**src/logic/uiu_defines.svh**
```systemverilog
`ifndef UIU_DEFINES_SVH
`define UIU_DEFINES_SVH
// ---------------------------------------------------------------
// register byte offsets
// ---------------------------------------------------------------
`define UIU_OFS_OTG_CONTROL 8'h10
`define UIU_OFS_OTG_STATUS 8'h14
`define UIU_OFS_SERIAL_CTL 8'h18
`define UIU_OFS_LINE_FLAGS 8'h1C
`define UIU_OFS_STICKY 8'h20
`define UIU_OFS_PORT_MASKS 8'h24
`define UIU_OFS_FRAME_CNT 8'h28
`define UIU_OFS_LAST_PID 8'h2C
`define UIU_OFS_LAST_EP 8'h30
`define UIU_OFS_EP_MARK 8'h34
`define UIU_OFS_OTG_MASK 8'h38
// ---------------------------------------------------------------
// field positions
// ---------------------------------------------------------------
`define UIU_OTG_EXT_VBUS_IND 7
`define UIU_OTG_DRV_VBUS_EXT 6
`define UIU_OTG_CHRG_VBUS 4
`define UIU_OTG_DISCHRG_VBUS 3
`define UIU_OTG_DM_PULLDOWN 2
`define UIU_OTG_DP_PULLDOWN 1
`define UIU_OTG_ID_PULLUP 0
`define UIU_SER_RX_DIFF 6
`define UIU_SER_RX_DM 5
`define UIU_SER_RX_DP 4
`define UIU_SER_TX_SE0 3
`define UIU_SER_TX_DATA 2
`define UIU_SER_TX_EN_N 1
`define UIU_SER_FSLS 0
`define UIU_FLG_TOKEN_OK 6
`define UIU_FLG_SE0 5
`define UIU_FLG_K 4
`define UIU_FLG_J 3
`define UIU_FLG_CRC16_ERR 2
`define UIU_FLG_RX_ACTIVE 1
`define UIU_FLG_RX_ERROR 0
`define UIU_EP_VALID_BIT 4
// ---------------------------------------------------------------
// reset values and constants
// ---------------------------------------------------------------
`define UIU_RST_OTG_CONTROL 8'h00
`define UIU_RST_SERIAL_CTL 4'h2
`define UIU_RST_FLAGS 7'h00
`define UIU_RST_OTG_MASK 32'h0000_0000
`define UIU_EP_MARK_OR 5'h10
`define UIU_LS_SE0 2'h0
`define UIU_LS_J 2'h1
`define UIU_LS_K 2'h2
`endif

```
**src/logic/uiu_pkg.sv**
```systemverilog
package uiu_pkg;
  typedef logic [31:0] uiu_word_t;
  typedef logic [6:0] uiu_flags_t;
  // token decode states
  typedef enum logic [2:0] {
    UIU_TK_IDLE = 3'b001,
    UIU_TK_SUM = 3'b010,
    UIU_TK_DONE = 3'b100
  } uiu_tok_state_e;
endpackage

```
**src/logic/uiu_flag_bit.sv**
```systemverilog
`include "uiu_defines.svh"
// one signal flag: set by hardware, cleared by packet start or software
module uiu_flag_bit (
  input wire logic core_clk, // system clock
  input wire logic sys_rst, // async reset, active high
  input wire logic sticky, // sticky enable for this flag
  input wire logic pkt_start, // next packet has begun
  input wire logic follow, // flag tracks a level input
  input wire logic level, // level to follow
  input wire logic set_evt, // event setting the flag
  input wire logic sw_clr, // software writes one to clear
  output logic flag_q // flag value
);
  // -------------------------------------------------------------
  // flag update, set beats every clear
  // -------------------------------------------------------------
  always_ff @(posedge core_clk or posedge sys_rst) begin
    if (sys_rst) begin
      flag_q <= 1'b0;
    end else if (follow) begin
      if (level) begin
        flag_q <= 1'b1;
      end else if (!sticky || sw_clr) begin
        flag_q <= 1'b0;
      end
    end else if (set_evt) begin
      flag_q <= 1'b1;
    end else if (sw_clr || (pkt_start && !sticky)) begin
      flag_q <= 1'b0;
    end
  end
endmodule

```
**src/logic/uiu_usb_interface_unit.sv**
```systemverilog
`include "uiu_defines.svh"
module uiu_usb_interface_unit (
  input wire logic core_clk, // 20 MHz system clock
  input wire logic sys_rst, // async reset, active high
  input wire logic [7:0] reg_addr, // register byte address
  input wire logic reg_wr, // 32-bit write strobe
  input wire logic reg_rd, // 32-bit read strobe
  input wire logic [31:0] reg_wdata, // write data
  output logic [31:0] reg_rdata, // read data, one cycle after strobe
  output logic reg_rvalid, // read data valid pulse
  input wire logic [6:0] dev_addr, // enumerated device address
  input wire logic [7:0] rx_data, // phy receive byte
  input wire logic rx_valid, // phy receive byte valid
  input wire logic rx_active, // phy rx active
  input wire logic rx_error, // phy rx error
  input wire logic [1:0] line_state, // phy line state
  input wire logic b_valid, // phy b-session valid
  input wire logic id_gnd, // phy id ground
  input wire logic host_disc, // phy host disconnect
  input wire logic vbus_valid, // phy vbus valid
  input wire logic sess_valid, // phy session valid
  input wire logic sess_end, // phy session end
  input wire logic rx_rcv, // serial differential rx
  input wire logic rx_dm, // serial d-minus rx
  input wire logic rx_dp, // serial d-plus rx
  output logic external_vbus_indicator, // external vbus indicator mode
  output logic drive_vbus_external, // drive vbus externally
  output logic chrg_vbus, // phy charge vbus
  output logic dischrg_vbus, // phy discharge vbus
  output logic dm_pulldown, // phy dm pulldown
  output logic dp_pulldown, // phy dp pulldown
  output logic id_pullup, // phy id pullup enable
  output logic tx_se0, // serial tx se0
  output logic tx_dat, // serial tx data
  output logic tx_enable_n, // serial tx enable, active low
  output logic full_low_speed_serial_select, // serial interface mode
  output logic [3:0] flag_port, // masked flag outputs
  output logic [4:0] rx_ep_port // last endpoint, ORed with 0x10 when marked
);
  // ---------------------------------------------------------------
  // register storage
  // ---------------------------------------------------------------
  logic [7:0] otg_control_reg;
  logic [3:0] serial_line_control_reg;
  logic [6:0] flag_sticky_enable_reg;
  logic [31:0] flag_port_masks_reg;
  logic [10:0] frame_counter_reg;
  logic [3:0] last_packet_id_reg;
  logic [4:0] last_endpoint_reg;
  logic [15:0] endpoint_mark_reg;
  logic [31:0] otg_flag_mask_reg;
  logic [6:0] line_error_flags;
  logic [6:0] flag_set;
  logic [6:0] flag_follow;
  logic [6:0] flag_level;
  logic [6:0] flag_clr;
  logic pkt_start;
  logic rx_active_reg;
  logic [1:0] line_state_reg;
  logic crc16_fail;
  logic token_ok;

  // decoding of a write strobe to one offset
  function automatic logic wr_hit(input logic [7:0] a, input logic [7:0] ofs, input logic w);
    wr_hit = w && (a == ofs);
  endfunction

  // ---------------------------------------------------------------
  // otg and serial control registers
  // ---------------------------------------------------------------
  always_ff @(posedge core_clk or posedge sys_rst) begin
    if (sys_rst) begin
      otg_control_reg <= `UIU_RST_OTG_CONTROL;
    end else if (wr_hit(reg_addr, `UIU_OFS_OTG_CONTROL, reg_wr)) begin
      otg_control_reg <= {reg_wdata[7:6], 1'b0, reg_wdata[4:0]};
    end
  end

  always_ff @(posedge core_clk or posedge sys_rst) begin
    if (sys_rst) begin
      serial_line_control_reg <= `UIU_RST_SERIAL_CTL;
    end else if (wr_hit(reg_addr, `UIU_OFS_SERIAL_CTL, reg_wr)) begin
      serial_line_control_reg <= reg_wdata[3:0];
    end
  end

  // phy control pins are registered copies of the register bits, one cycle behind
  always_ff @(posedge core_clk or posedge sys_rst) begin
    if (sys_rst) begin
      external_vbus_indicator <= 1'b0;
      drive_vbus_external <= 1'b0;
      chrg_vbus <= 1'b0;
      dischrg_vbus <= 1'b0;
      dm_pulldown <= 1'b0;
      dp_pulldown <= 1'b0;
      id_pullup <= 1'b0;
      tx_se0 <= 1'b0;
      tx_dat <= 1'b0;
      tx_enable_n <= 1'b1;
      full_low_speed_serial_select <= 1'b0;
    end else begin
      external_vbus_indicator <= otg_control_reg[`UIU_OTG_EXT_VBUS_IND];
      drive_vbus_external <= otg_control_reg[`UIU_OTG_DRV_VBUS_EXT];
      chrg_vbus <= otg_control_reg[`UIU_OTG_CHRG_VBUS];
      dischrg_vbus <= otg_control_reg[`UIU_OTG_DISCHRG_VBUS];
      dm_pulldown <= otg_control_reg[`UIU_OTG_DM_PULLDOWN];
      dp_pulldown <= otg_control_reg[`UIU_OTG_DP_PULLDOWN];
      id_pullup <= otg_control_reg[`UIU_OTG_ID_PULLUP];
      tx_se0 <= serial_line_control_reg[`UIU_SER_TX_SE0];
      tx_dat <= serial_line_control_reg[`UIU_SER_TX_DATA];
      tx_enable_n <= serial_line_control_reg[`UIU_SER_TX_EN_N];
      full_low_speed_serial_select <= serial_line_control_reg[`UIU_SER_FSLS];
    end
  end

  // ---------------------------------------------------------------
  // mask, sticky, mark and otg mask storage
  // ---------------------------------------------------------------
  always_ff @(posedge core_clk or posedge sys_rst) begin
    if (sys_rst) begin
      flag_sticky_enable_reg <= `UIU_RST_FLAGS;
      flag_port_masks_reg <= 32'h0000_0000;
      endpoint_mark_reg <= 16'h0000;
      otg_flag_mask_reg <= `UIU_RST_OTG_MASK;
    end else begin
      if (wr_hit(reg_addr, `UIU_OFS_STICKY, reg_wr)) begin
        flag_sticky_enable_reg <= reg_wdata[6:0];
      end
      if (wr_hit(reg_addr, `UIU_OFS_PORT_MASKS, reg_wr)) begin
        flag_port_masks_reg <= reg_wdata;
      end
      if (wr_hit(reg_addr, `UIU_OFS_EP_MARK, reg_wr)) begin
        endpoint_mark_reg <= reg_wdata[15:0];
      end
      if (wr_hit(reg_addr, `UIU_OFS_OTG_MASK, reg_wr)) begin
        otg_flag_mask_reg <= reg_wdata;
      end
    end
  end

  // ---------------------------------------------------------------
  // token decode: pid, address, endpoint, crc5
  // ---------------------------------------------------------------
  uiu_pkg::uiu_tok_state_e tok_state_reg;
  logic [1:0] byte_idx_reg;
  logic [7:0] pid_byte_reg;
  logic [7:0] tok_b1_reg;
  logic [15:0] crc16_reg;
  logic is_token;
  logic is_data;
  logic is_sof;
  logic [4:0] crc5_calc;
  logic [10:0] tok_field;
  logic [4:0] tok_crc;

  // crc5 of an 11-bit token field, lsb first, returned in the wire order of the crc field
  function automatic logic [4:0] crc5(input logic [10:0] d);
    logic [4:0] c;
    logic fb;
    c = 5'h1F;
    for (int i = 0; i < 11; i++) begin
      fb = d[i] ^ c[4];
      c = {c[3:0], 1'b0} ^ (fb ? 5'h05 : 5'h00);
    end
    for (int i = 0; i < 5; i++) crc5[i] = ~c[4 - i];
  endfunction

  // crc16 update for one byte, lsb first
  function automatic logic [15:0] crc16_step(input logic [15:0] cin, input logic [7:0] d);
    logic [15:0] c;
    logic fb;
    c = cin;
    for (int i = 0; i < 8; i++) begin
      fb = d[i] ^ c[15];
      c = {c[14:0], 1'b0} ^ (fb ? 16'h8005 : 16'h0000);
    end
    crc16_step = c;
  endfunction

  assign pkt_start = rx_active && !rx_active_reg;
  assign is_token = (pid_byte_reg[1:0] == 2'h1);
  assign is_data = (pid_byte_reg[1:0] == 2'h3);
  assign is_sof = (pid_byte_reg[3:0] == 4'h5);
  assign tok_field = {rx_data[2:0], tok_b1_reg};
  assign tok_crc = rx_data[7:3];
  assign crc5_calc = crc5(tok_field);

  always_ff @(posedge core_clk or posedge sys_rst) begin
    if (sys_rst) begin
      tok_state_reg <= uiu_pkg::UIU_TK_IDLE;
      byte_idx_reg <= 2'h0;
      pid_byte_reg <= 8'h00;
      tok_b1_reg <= 8'h00;
      crc16_reg <= 16'hFFFF;
      rx_active_reg <= 1'b0;
    end else begin
      rx_active_reg <= rx_active;
      case (tok_state_reg)
        uiu_pkg::UIU_TK_IDLE: begin
          byte_idx_reg <= 2'h0;
          crc16_reg <= 16'hFFFF;
          pid_byte_reg <= 8'h00; // an empty packet must not reuse the last pid
          if (pkt_start) begin
            tok_state_reg <= uiu_pkg::UIU_TK_SUM;
          end
        end
        uiu_pkg::UIU_TK_SUM: begin
          if (rx_valid) begin
            if (byte_idx_reg == 2'h0) begin
              pid_byte_reg <= rx_data;
            end else begin
              crc16_reg <= crc16_step(crc16_reg, rx_data);
            end
            if (byte_idx_reg == 2'h1) begin
              tok_b1_reg <= rx_data;
            end
            if (byte_idx_reg != 2'h3) begin
              byte_idx_reg <= byte_idx_reg + 2'h1;
            end
          end
          if (!rx_active) begin
            tok_state_reg <= uiu_pkg::UIU_TK_DONE;
          end
        end
        uiu_pkg::UIU_TK_DONE: begin
          tok_state_reg <= uiu_pkg::UIU_TK_IDLE;
        end
        default: begin
          tok_state_reg <= uiu_pkg::UIU_TK_IDLE;
        end
      endcase
    end
  end

  // third token byte: crc5 and pid good, address matched except on sof
  assign token_ok = (tok_state_reg == uiu_pkg::UIU_TK_SUM) && rx_valid
    && (byte_idx_reg == 2'h2) && is_token
    && (pid_byte_reg[3:0] == ~pid_byte_reg[7:4])
    && (crc5_calc == tok_crc)
    && (is_sof || (tok_b1_reg[6:0] == dev_addr));
  // crc16 residual check at end of a data packet
  assign crc16_fail = (tok_state_reg == uiu_pkg::UIU_TK_DONE) && is_data
    && (crc16_reg != 16'h800D);

  // ---------------------------------------------------------------
  // pid, endpoint and frame capture
  // ---------------------------------------------------------------
  always_ff @(posedge core_clk or posedge sys_rst) begin
    if (sys_rst) begin
      last_packet_id_reg <= 4'h0;
      last_endpoint_reg <= 5'h00;
      frame_counter_reg <= 11'h000;
    end else begin
      if ((tok_state_reg == uiu_pkg::UIU_TK_SUM) && rx_valid && (byte_idx_reg == 2'h0)) begin
        last_packet_id_reg <= rx_data[3:0];
      end
      if (wr_hit(reg_addr, `UIU_OFS_FRAME_CNT, reg_wr)) begin
        frame_counter_reg <= reg_wdata[10:0];
      end else if (token_ok && is_sof) begin
        frame_counter_reg <= tok_field;
      end
      if (token_ok && !is_sof) begin
        last_endpoint_reg <= {1'b1, tok_field[10:7]};
      end
    end
  end

  // ---------------------------------------------------------------
  // signal flags
  // ---------------------------------------------------------------
  always_comb begin
    flag_set = 7'h00;
    flag_set[`UIU_FLG_TOKEN_OK] = token_ok;
    flag_set[`UIU_FLG_SE0] = (line_state == `UIU_LS_SE0);
    flag_set[`UIU_FLG_K] = (line_state == `UIU_LS_K);
    flag_set[`UIU_FLG_J] = (line_state == `UIU_LS_J);
    flag_set[`UIU_FLG_CRC16_ERR] = crc16_fail;
    flag_follow = 7'h03;
    flag_level = {5'h00, rx_active, rx_error};
  end

  always_ff @(posedge core_clk or posedge sys_rst) begin
    if (sys_rst) begin
      line_state_reg <= 2'h1;
    end else begin
      line_state_reg <= line_state;
    end
  end

  assign flag_clr = wr_hit(reg_addr, `UIU_OFS_LINE_FLAGS, reg_wr) ? reg_wdata[6:0] : 7'h00;

  genvar gi;
  generate
    for (gi = 0; gi < 7; gi++) begin : g_flag
      uiu_flag_bit u_flag (
        .core_clk(core_clk),
        .sys_rst(sys_rst),
        .sticky(flag_sticky_enable_reg[gi]),
        .pkt_start(pkt_start),
        .follow(flag_follow[gi]),
        .level(flag_level[gi]),
        .set_evt(flag_set[gi] && !(gi == `UIU_FLG_SE0 || gi == `UIU_FLG_K
          || gi == `UIU_FLG_J) || (flag_set[gi] && line_state_reg != line_state)
          || (flag_set[gi] && pkt_start)),
        .sw_clr(flag_clr[gi]),
        .flag_q(line_error_flags[gi])
      );
    end
  endgenerate

  // ---------------------------------------------------------------
  // port outputs and marked endpoint
  // ---------------------------------------------------------------
  always_ff @(posedge core_clk or posedge sys_rst) begin
    if (sys_rst) begin
      flag_port <= 4'h0;
      rx_ep_port <= 5'h00;
    end else begin
      for (int p = 0; p < 4; p++) begin
        flag_port[p] <= |(flag_port_masks_reg[p*8 +: 7] & line_error_flags);
      end
      if (last_endpoint_reg[4] && endpoint_mark_reg[last_endpoint_reg[3:0]]) begin
        rx_ep_port <= {1'b0, last_endpoint_reg[3:0]} | `UIU_EP_MARK_OR;
      end else begin
        rx_ep_port <= {1'b0, last_endpoint_reg[3:0]};
      end
    end
  end

  // ---------------------------------------------------------------
  // register read port
  // ---------------------------------------------------------------
  always_ff @(posedge core_clk or posedge sys_rst) begin
    if (sys_rst) begin
      reg_rdata <= 32'h0000_0000;
      reg_rvalid <= 1'b0;
    end else begin
      reg_rvalid <= reg_rd;
      case (reg_addr)
        `UIU_OFS_OTG_CONTROL: reg_rdata <= {24'h0, otg_control_reg};
        `UIU_OFS_OTG_STATUS: reg_rdata <= {26'h0, b_valid, id_gnd, host_disc,
          vbus_valid, sess_valid, sess_end};
        `UIU_OFS_SERIAL_CTL: reg_rdata <= {25'h0, rx_rcv, rx_dm, rx_dp,
          serial_line_control_reg};
        `UIU_OFS_LINE_FLAGS: reg_rdata <= {25'h0, line_error_flags};
        `UIU_OFS_STICKY: reg_rdata <= {25'h0, flag_sticky_enable_reg};
        `UIU_OFS_PORT_MASKS: reg_rdata <= flag_port_masks_reg;
        `UIU_OFS_FRAME_CNT: reg_rdata <= {21'h0, frame_counter_reg};
        `UIU_OFS_LAST_PID: reg_rdata <= {28'h0, last_packet_id_reg};
        `UIU_OFS_LAST_EP: reg_rdata <= {27'h0, last_endpoint_reg};
        `UIU_OFS_EP_MARK: reg_rdata <= {16'h0, endpoint_mark_reg};
        `UIU_OFS_OTG_MASK: reg_rdata <= otg_flag_mask_reg;
        default: reg_rdata <= 32'h0000_0000;
      endcase
    end
  end
endmodule

```
**config.mk**
```make
export PLATFORM = sky130hd
export DESIGN_NAME = uiu_usb_interface_unit
export DESIGN_NICKNAME = d
export VERILOG_FILES = /design/src/logic/uiu_pkg.sv /design/src/logic/uiu_flag_bit.sv /design/src/logic/uiu_usb_interface_unit.sv
export VERILOG_INCLUDE_DIRS = /design/src /design/src/logic
export SDC_FILE = /design/constraint.sdc
export NUM_CORES = 1
export LEC_CHECK = 0
export BUFFER_PORTS_ARGS = -buffer_cell sky130_fd_sc_hd__buf_4
export CAP_MARGIN = 20
export CORE_ASPECT_RATIO = 2
export CORE_MARGIN = 10
export CORE_UTILIZATION = 40
export DETAILED_ROUTE_END_ITERATION = 6
export PLACE_DENSITY = 0.62
export SLEW_MARGIN = 25
export SYNTH_ARGS = -nofsm -noshare
export SYNTH_HDL_FRONTEND = slang
export SYNTH_SLANG_ARGS = --single-unit
```
**constraint.sdc**
```tcl
create_clock -name core_clk -period 10.8 [get_ports core_clk]
set_input_delay 2.16 -clock core_clk [delete_from_list [all_inputs] [get_ports core_clk]]
set_output_delay 2.16 -clock core_clk [all_outputs]
set_load 0.03 [all_outputs]
```
## After elaboration in Yosys (flattened, before gate mapping)

Cells that the tools add are included.

| storage, ports and cells | value |
|---|---|
| flip-flop bits (word level) | 218 |
| output and inout port bits | 53 |
| word-level logic and storage cells | 252 |

| operators by class | value |
|---|---|
| $add $sub $neg | 1 |
| order comparisons | 1 |
| equality and inequality tests | 33 |
| multiplexer cells | 52 |
| bitwise logic cells | 47 |
| reduce and logical (&&, ||, !) cells | 80 |

Operator list:

| cell | number |
|---|---|
| one-hot mux 32 bit (11 select lines) | 1 |
| 2-to-1 mux 16 bit | 10 |
| XOR 16 bit | 8 |
| equality test 8 x 6 -> 1 bit, second input constant | 7 |
| XOR 5 x 3 -> 5 bit | 10 |
| 2-to-1 mux 3 bit | 13 |
| logical AND 1 bit | 36 |
| equality test 8 x 5 -> 1 bit, second input constant | 4 |
| one-hot mux 16 bit (2 select lines) | 1 |
| bitwise AND 7 bit | 4 |
| OR reduction 7 bit | 4 |
| 2-to-1 mux 11 bit | 2 |
| nonzero test 2 bit | 9 |
| XOR 1 bit | 18 |
| 2-to-1 mux 8 bit | 2 |
| inequality test 16 bit, second input constant | 1 |
| one-hot mux 8 bit (2 select lines) | 1 |
| logical OR 1 bit | 15 |
| 2-to-1 mux 1 bit | 15 |
| AND reduction 3 bit | 4 |
| inequality test 2 bit, second input constant | 5 |
| logical NOT 1 bit | 9 |
| equality test 7 bit | 1 |
| 2-to-1 mux 7 bit | 1 |
| other kinds (22) | 33 |

## Logic depth before layout (Yosys ltp)

| depth | value |
|---|---|
| depth in word-level cells | 40 |
| depth in mapped cells | 9 |

## Hierarchy

From an unflattened synthesis, not the netlist that was laid out.

| second synthesis, totals | value |
|---|---|
| cell total of the unflattened synthesis | 774 |
| area total of the unflattened synthesis | 9,928.3 um^2 |

By module, submodules not included:

| module | instances | cells each | area an instance (um^2) | seq. area each (um^2) |
|---|---|---|---|---|
| uiu_usb_interface_unit | 1 | 732 | 9,499.1 | 5,305.1 |
| uiu_flag_bit | 7 | 6 | 61.3 | 25.0 |

## Worst setup path after synthesis

No wires, ideal clock.

| timing path | value |
|---|---|
| path kind | input to register |
| from | input port rx_data[2] |
| to | register frame_counter_reg[8] |
| setup time | 126 ps |
| data arrival time | 3,878 ps |
| required time | 10,674 ps |
| path slack | 6,796 ps |
| stages | 9 |
| buffers on the path | 2 |
| path through | buf_2 > xnor2_1 > xnor2_1 > xnor2_1 > or3_4 > a211oi_2 > a21oi_2 > buf_6 > a221o_1 |

| between the ends | value |
|---|---|
| cells in the longest elaborated chain, start to end | 9 |
| elaborated cells between the ends (all ways) | 10 |
| classes of those cells | eq/ne (1); mux (1); bitwise (4); reduce/logical (4) |

Ends and longest elaborated chain:

| what | line | RTL |
|---|---|---|
| from (decl) | uiu_usb_interface_unit.sv:12 | `input wire logic [7:0] rx_data,` |
| XOR 1 bit * | uiu_usb_interface_unit.sv:162 | `fb = d[i] ^ c[4];` |
| 2-to-1 mux 3 bit * | uiu_usb_interface_unit.sv:163 | `c = {c[3:0], 1'b0} ^ (fb ? 5'h05 : 5'h00);` |
| XOR 5 x 3 -> 5 bit * | uiu_usb_interface_unit.sv:163 |  |
| NOT 1 bit | uiu_usb_interface_unit.sv:165 | `for (int i = 0; i < 5; i++) crc5[i] = ~c[4 - i];` |
| equality test 5 bit * | uiu_usb_interface_unit.sv:239 | `&& (crc5_calc == tok_crc)` |
| logical AND 1 bit * | uiu_usb_interface_unit.sv:239 |  |
| logical AND 1 bit * | uiu_usb_interface_unit.sv:240 | `&& (is_sof \|\| (tok_b1_reg[6:0] == dev_addr));` |
| logical AND 1 bit * | uiu_usb_interface_unit.sv:259 | `end else if (token_ok && is_sof) begin` |
| nonzero test 2 bit (no line) * | - |  |
| to (signal assigned) | uiu_usb_interface_unit.sv:258 | `frame_counter_reg <= reg_wdata[10:0];` |
| to (signal assigned) | uiu_usb_interface_unit.sv:260 | `frame_counter_reg <= tok_field;` |
| to (decl) | uiu_usb_interface_unit.sv:47 | `logic [10:0] frame_counter_reg;` |

Every way passes the cells marked *; elsewhere a longest branch is shown, timed or not.
A chain may end at the register's enable or synchronous reset.

## Worst setup path in the final report

| timing path | value |
|---|---|
| from | input port reg_addr[7] |
| to | register flag_port_masks_reg[21] |

| between the ends | value |
|---|---|
| cells in the longest elaborated chain, start to end | 2 |

Ends and longest elaborated chain:

| what | line | RTL |
|---|---|---|
| from (decl) | uiu_usb_interface_unit.sv:5 | `input wire logic [7:0] reg_addr,` |
| equality test 8 x 6 -> 1 bit | uiu_usb_interface_unit.sv:65 | `wr_hit = w && (a == ofs);` |
| logical AND 1 bit | uiu_usb_interface_unit.sv:65 |  |
| to (signal assigned) | uiu_usb_interface_unit.sv:130 | `flag_port_masks_reg <= reg_wdata;` |
| to (decl) | uiu_usb_interface_unit.sv:46 | `logic [31:0] flag_port_masks_reg;` |

No other way between the ends.

==> flow_metrics.tcl <==
set metrics [dict create \
    clockBufferDepth 3 \
    ys_seq_area_share_pct 57.53 \
    worstSkewPairLatency_ns 0.52 \
    yosysMostFrequentCell "dfrtp_1" \
    via_per_inst 5.764 \
    setup.worst_path.start_class "primary input" \
    cp_data_arrival_time_ns 4.76 \
    fin_setup_tns_ns 0 \
    synth_top_area_share_pct 52.02 \
    vias 6611 \
    grt_pass1_vias 7063 \
    drt_iter0_drc 428 \
    ctsHoldBuffers 0 \
    violations "design-rule violations" \
    r2r-end "frame_counter_reg[1]$_DFFE_PP0P_" \
    drt_wl_total_um 27360 \
    p_comb_share_pct 8.3 \
    worst_pin_slew_ns 0.7415 \
    whs_ns 0.3915 \
    powerDensity_nw_per_um2 162.3 \
    hold_path_class "reg2reg" \
    fp.dieH_um 238.2 \
    cts_tree "yes" \
    hold_violations 0 \
    synthCells 729 \
    dp_slack_ns 5.883 \
    path_class "in2reg" \
    sequentialPowerShare_pct 47.1 \
    dieArea_um2 30760 \
    ys_types 64 \
    setup_ws_ns 6.439 \
    maxSlewViolCount 0 \
    drv_cap 0 \
    fmax_mhz 229.3 \
    antenna_found_initial 0 \
    finalNonFillerCells 1147 \
    synth_area_leaders "dfrtp_1 52%, mux2_2 13%, dfstp_2 5.5%, xnor2_1 3.6%, a22oi_1 2.9%" \
    fp.dieW_um 129.1 \
    yosysWarnings 0 \
    synthArstFlopShare_pct 100.0 \
    leakage_nw 5.452 \
    dr.pass1.iters 7 \
    cp-startpoint "reg_addr[7]" \
    clock_power_share_pct 44.6 \
    power_switching_mw 0.4325 \
    synthFlopType "dfrtp_1" \
    intPower_mw 1.439 \
    ant_nets 0 \
    status "finished with violations" \
    postLayoutCellArea_um2 11530 \
    ios 126 \
    cp.required_ns 11.20 \
    swShare_pct 23.11 \
    fin_crit_sh_pct 40.38 \
    start_util_pct 40.83 \
    yosys-top-cells-count "198 x dfrtp_1, 113 x mux2_2, 39 x xnor2_1, 37 x a22oi_1, 36 x nand2_1" \
    drc_errors 1 \
    grt_max_degree 92 \
    grt_usage_pct 17.81 \
    syn_avg_cell_area_um2 13.07 \
    core_um2 23330 \
    cts_buffers 21 \
    finalCriticalPeriod_ns 4.361 \
    synth-seq-cells 218 \
    syn_nets 806 \
    cts_resized 0 \
    rows 79 \
    area_delta_synth_final_pct 21.10 \
    skew_ns 0.01872 \
    post-dp-hpwl_um 20240 \
    placed_area_um2 10760 \
    clock-sinks 218 \
    slew_headroom_pct 50.57 \
    clk_pin_slew_ns 0.07 \
    yosys.area.top_type "dfrtp_1" \
    synth-edff-count 0 \
    rrSetupSlack_ns 8.22 \
    crit_end "flag_port_masks_reg[21]$_DFFE_PP0P_" \
    grt_pass1_wl_um 42180 \
    reg2reg_depth 6 \
    numPortBuffers 125 \
    rsz0062_at_grt "no" \
    ir_drop_v 0.0001372 \
    wl_per_cell_um 23.85 \
    postCtsSetupRepairBufs 0 \
    total_power_mw 1.872 \
    antenna_cells 0 \
    drive_above_1_share_pct 37.38 \
    reg2reg_from "tok_b1_reg[2]$_DFFE_PP0P_" \
    fin_nets 926 \
    cp-end-kind "flip-flop" \
    setup_viol 0 \
    cts-root-buf "clkbuf_16" \
    htreeDepth 1 \
    dpl.cell_count 1109 \
    syn-cell-area_um2 9525 \
    place.gp.congestion 0.8942 \
    fin_util_pct 49.45 \
    grt-ovfl-total 0 \
    crit_fanout 26 \
]
==> cell type report <==
class	count	area (um2)
inverters	4	22.52
well taps	283	354.1
flip-flops and latches	218	5480
clock buffers	28	571.8
multi-input cells	470	3892
repair buffers	134	1010
clock inverters	10	203.9
fillers	2108	11790
==> worst min path at each step <==
| stage | start | end | slack, ns | cells after the start |
|---|---|---|---|---|
| finish | serial_line_control_reg[1]$_DFFE_PP1P_ | tx_enable_n$_DFF_PP1_ | 0.39 | 0 |
| floorplan | last_endpoint_reg[0]$_DFFE_PP0P_ | rx_ep_port[0]$_DFF_PP0_ | 0.35 | 0 |
| global placement | otg_control_reg[4]$_DFFE_PP0P_ | chrg_vbus$_DFF_PP0_ | 0.39 | 0 |
| CTS | serial_line_control_reg[1]$_DFFE_PP1P_ | tx_enable_n$_DFF_PP1_ | 0.39 | 0 |
| global route | serial_line_control_reg[1]$_DFFE_PP1P_ | tx_enable_n$_DFF_PP1_ | 0.40 | 0 |
| detailed placement | serial_line_control_reg[1]$_DFFE_PP1P_ | tx_enable_n$_DFF_PP1_ | 0.39 | 0 |
==> critical path, cell delays in order <==
cell	delay (ns)
buf_4	0.11
nor2_1	0.43
nand2_1	0.35
nor2_2	0.15
buf_4	0.31
nand2_1	0.50
buf_4	0.41
mux2_2	0.30
==> per-layer routing <==
layer  track usage (%)  vias up  routed length (um)  share of wire, %
li1                  -     2939                   -                 -
met1             18.16     3381                9225                34
met2             34.03      220               15530                57
met3             2.310       71                1256               4.6
met4             8.867        0                1348               4.9
met5                 0        -                   0                 0
==> placed cells by master, fill, tap and decap left out, drive strengths merged, types with 22 or more instances in the layout <==
cell      n
a21oi    22
a22o     31
a22oi    37
mux2    117
clkbuf   28
dfrtp   198
nor2     27
nand2    36
buf     134
xnor2    39
==> power by group through the flow <==
| stage | clock [mW] | combinational [mW] | sequential [mW] |
|---|---|---|---|
| after detailed placement | 0 | 0.158 | 0.897 |
| after global placement | 0 | 0.156 | 0.896 |
| after floorplan | 0 | 0.0888 | 0.891 |
| after global routing | 0.880 | 0.171 | 0.884 |
| after CTS | 0.851 | 0.158 | 0.881 |
| final | 0.834 | 0.156 | 0.882 |
==> cells by family (layout without fill, tap and decap cells) <==
group	Yosys count	in the layout	share of synthesized area, %
AOI/OAI and AO/OA	156	156	12.49
xor gates and xnor gates	50	50	5.044
adders and majority gates	4	4	0.5254
buffers and inverters	41	176	1.786
DFF	218	218	57.53
muxes	124	124	15.22
and+or+nand+nor	136	136	7.395
(Power assumes the default switching activity.)
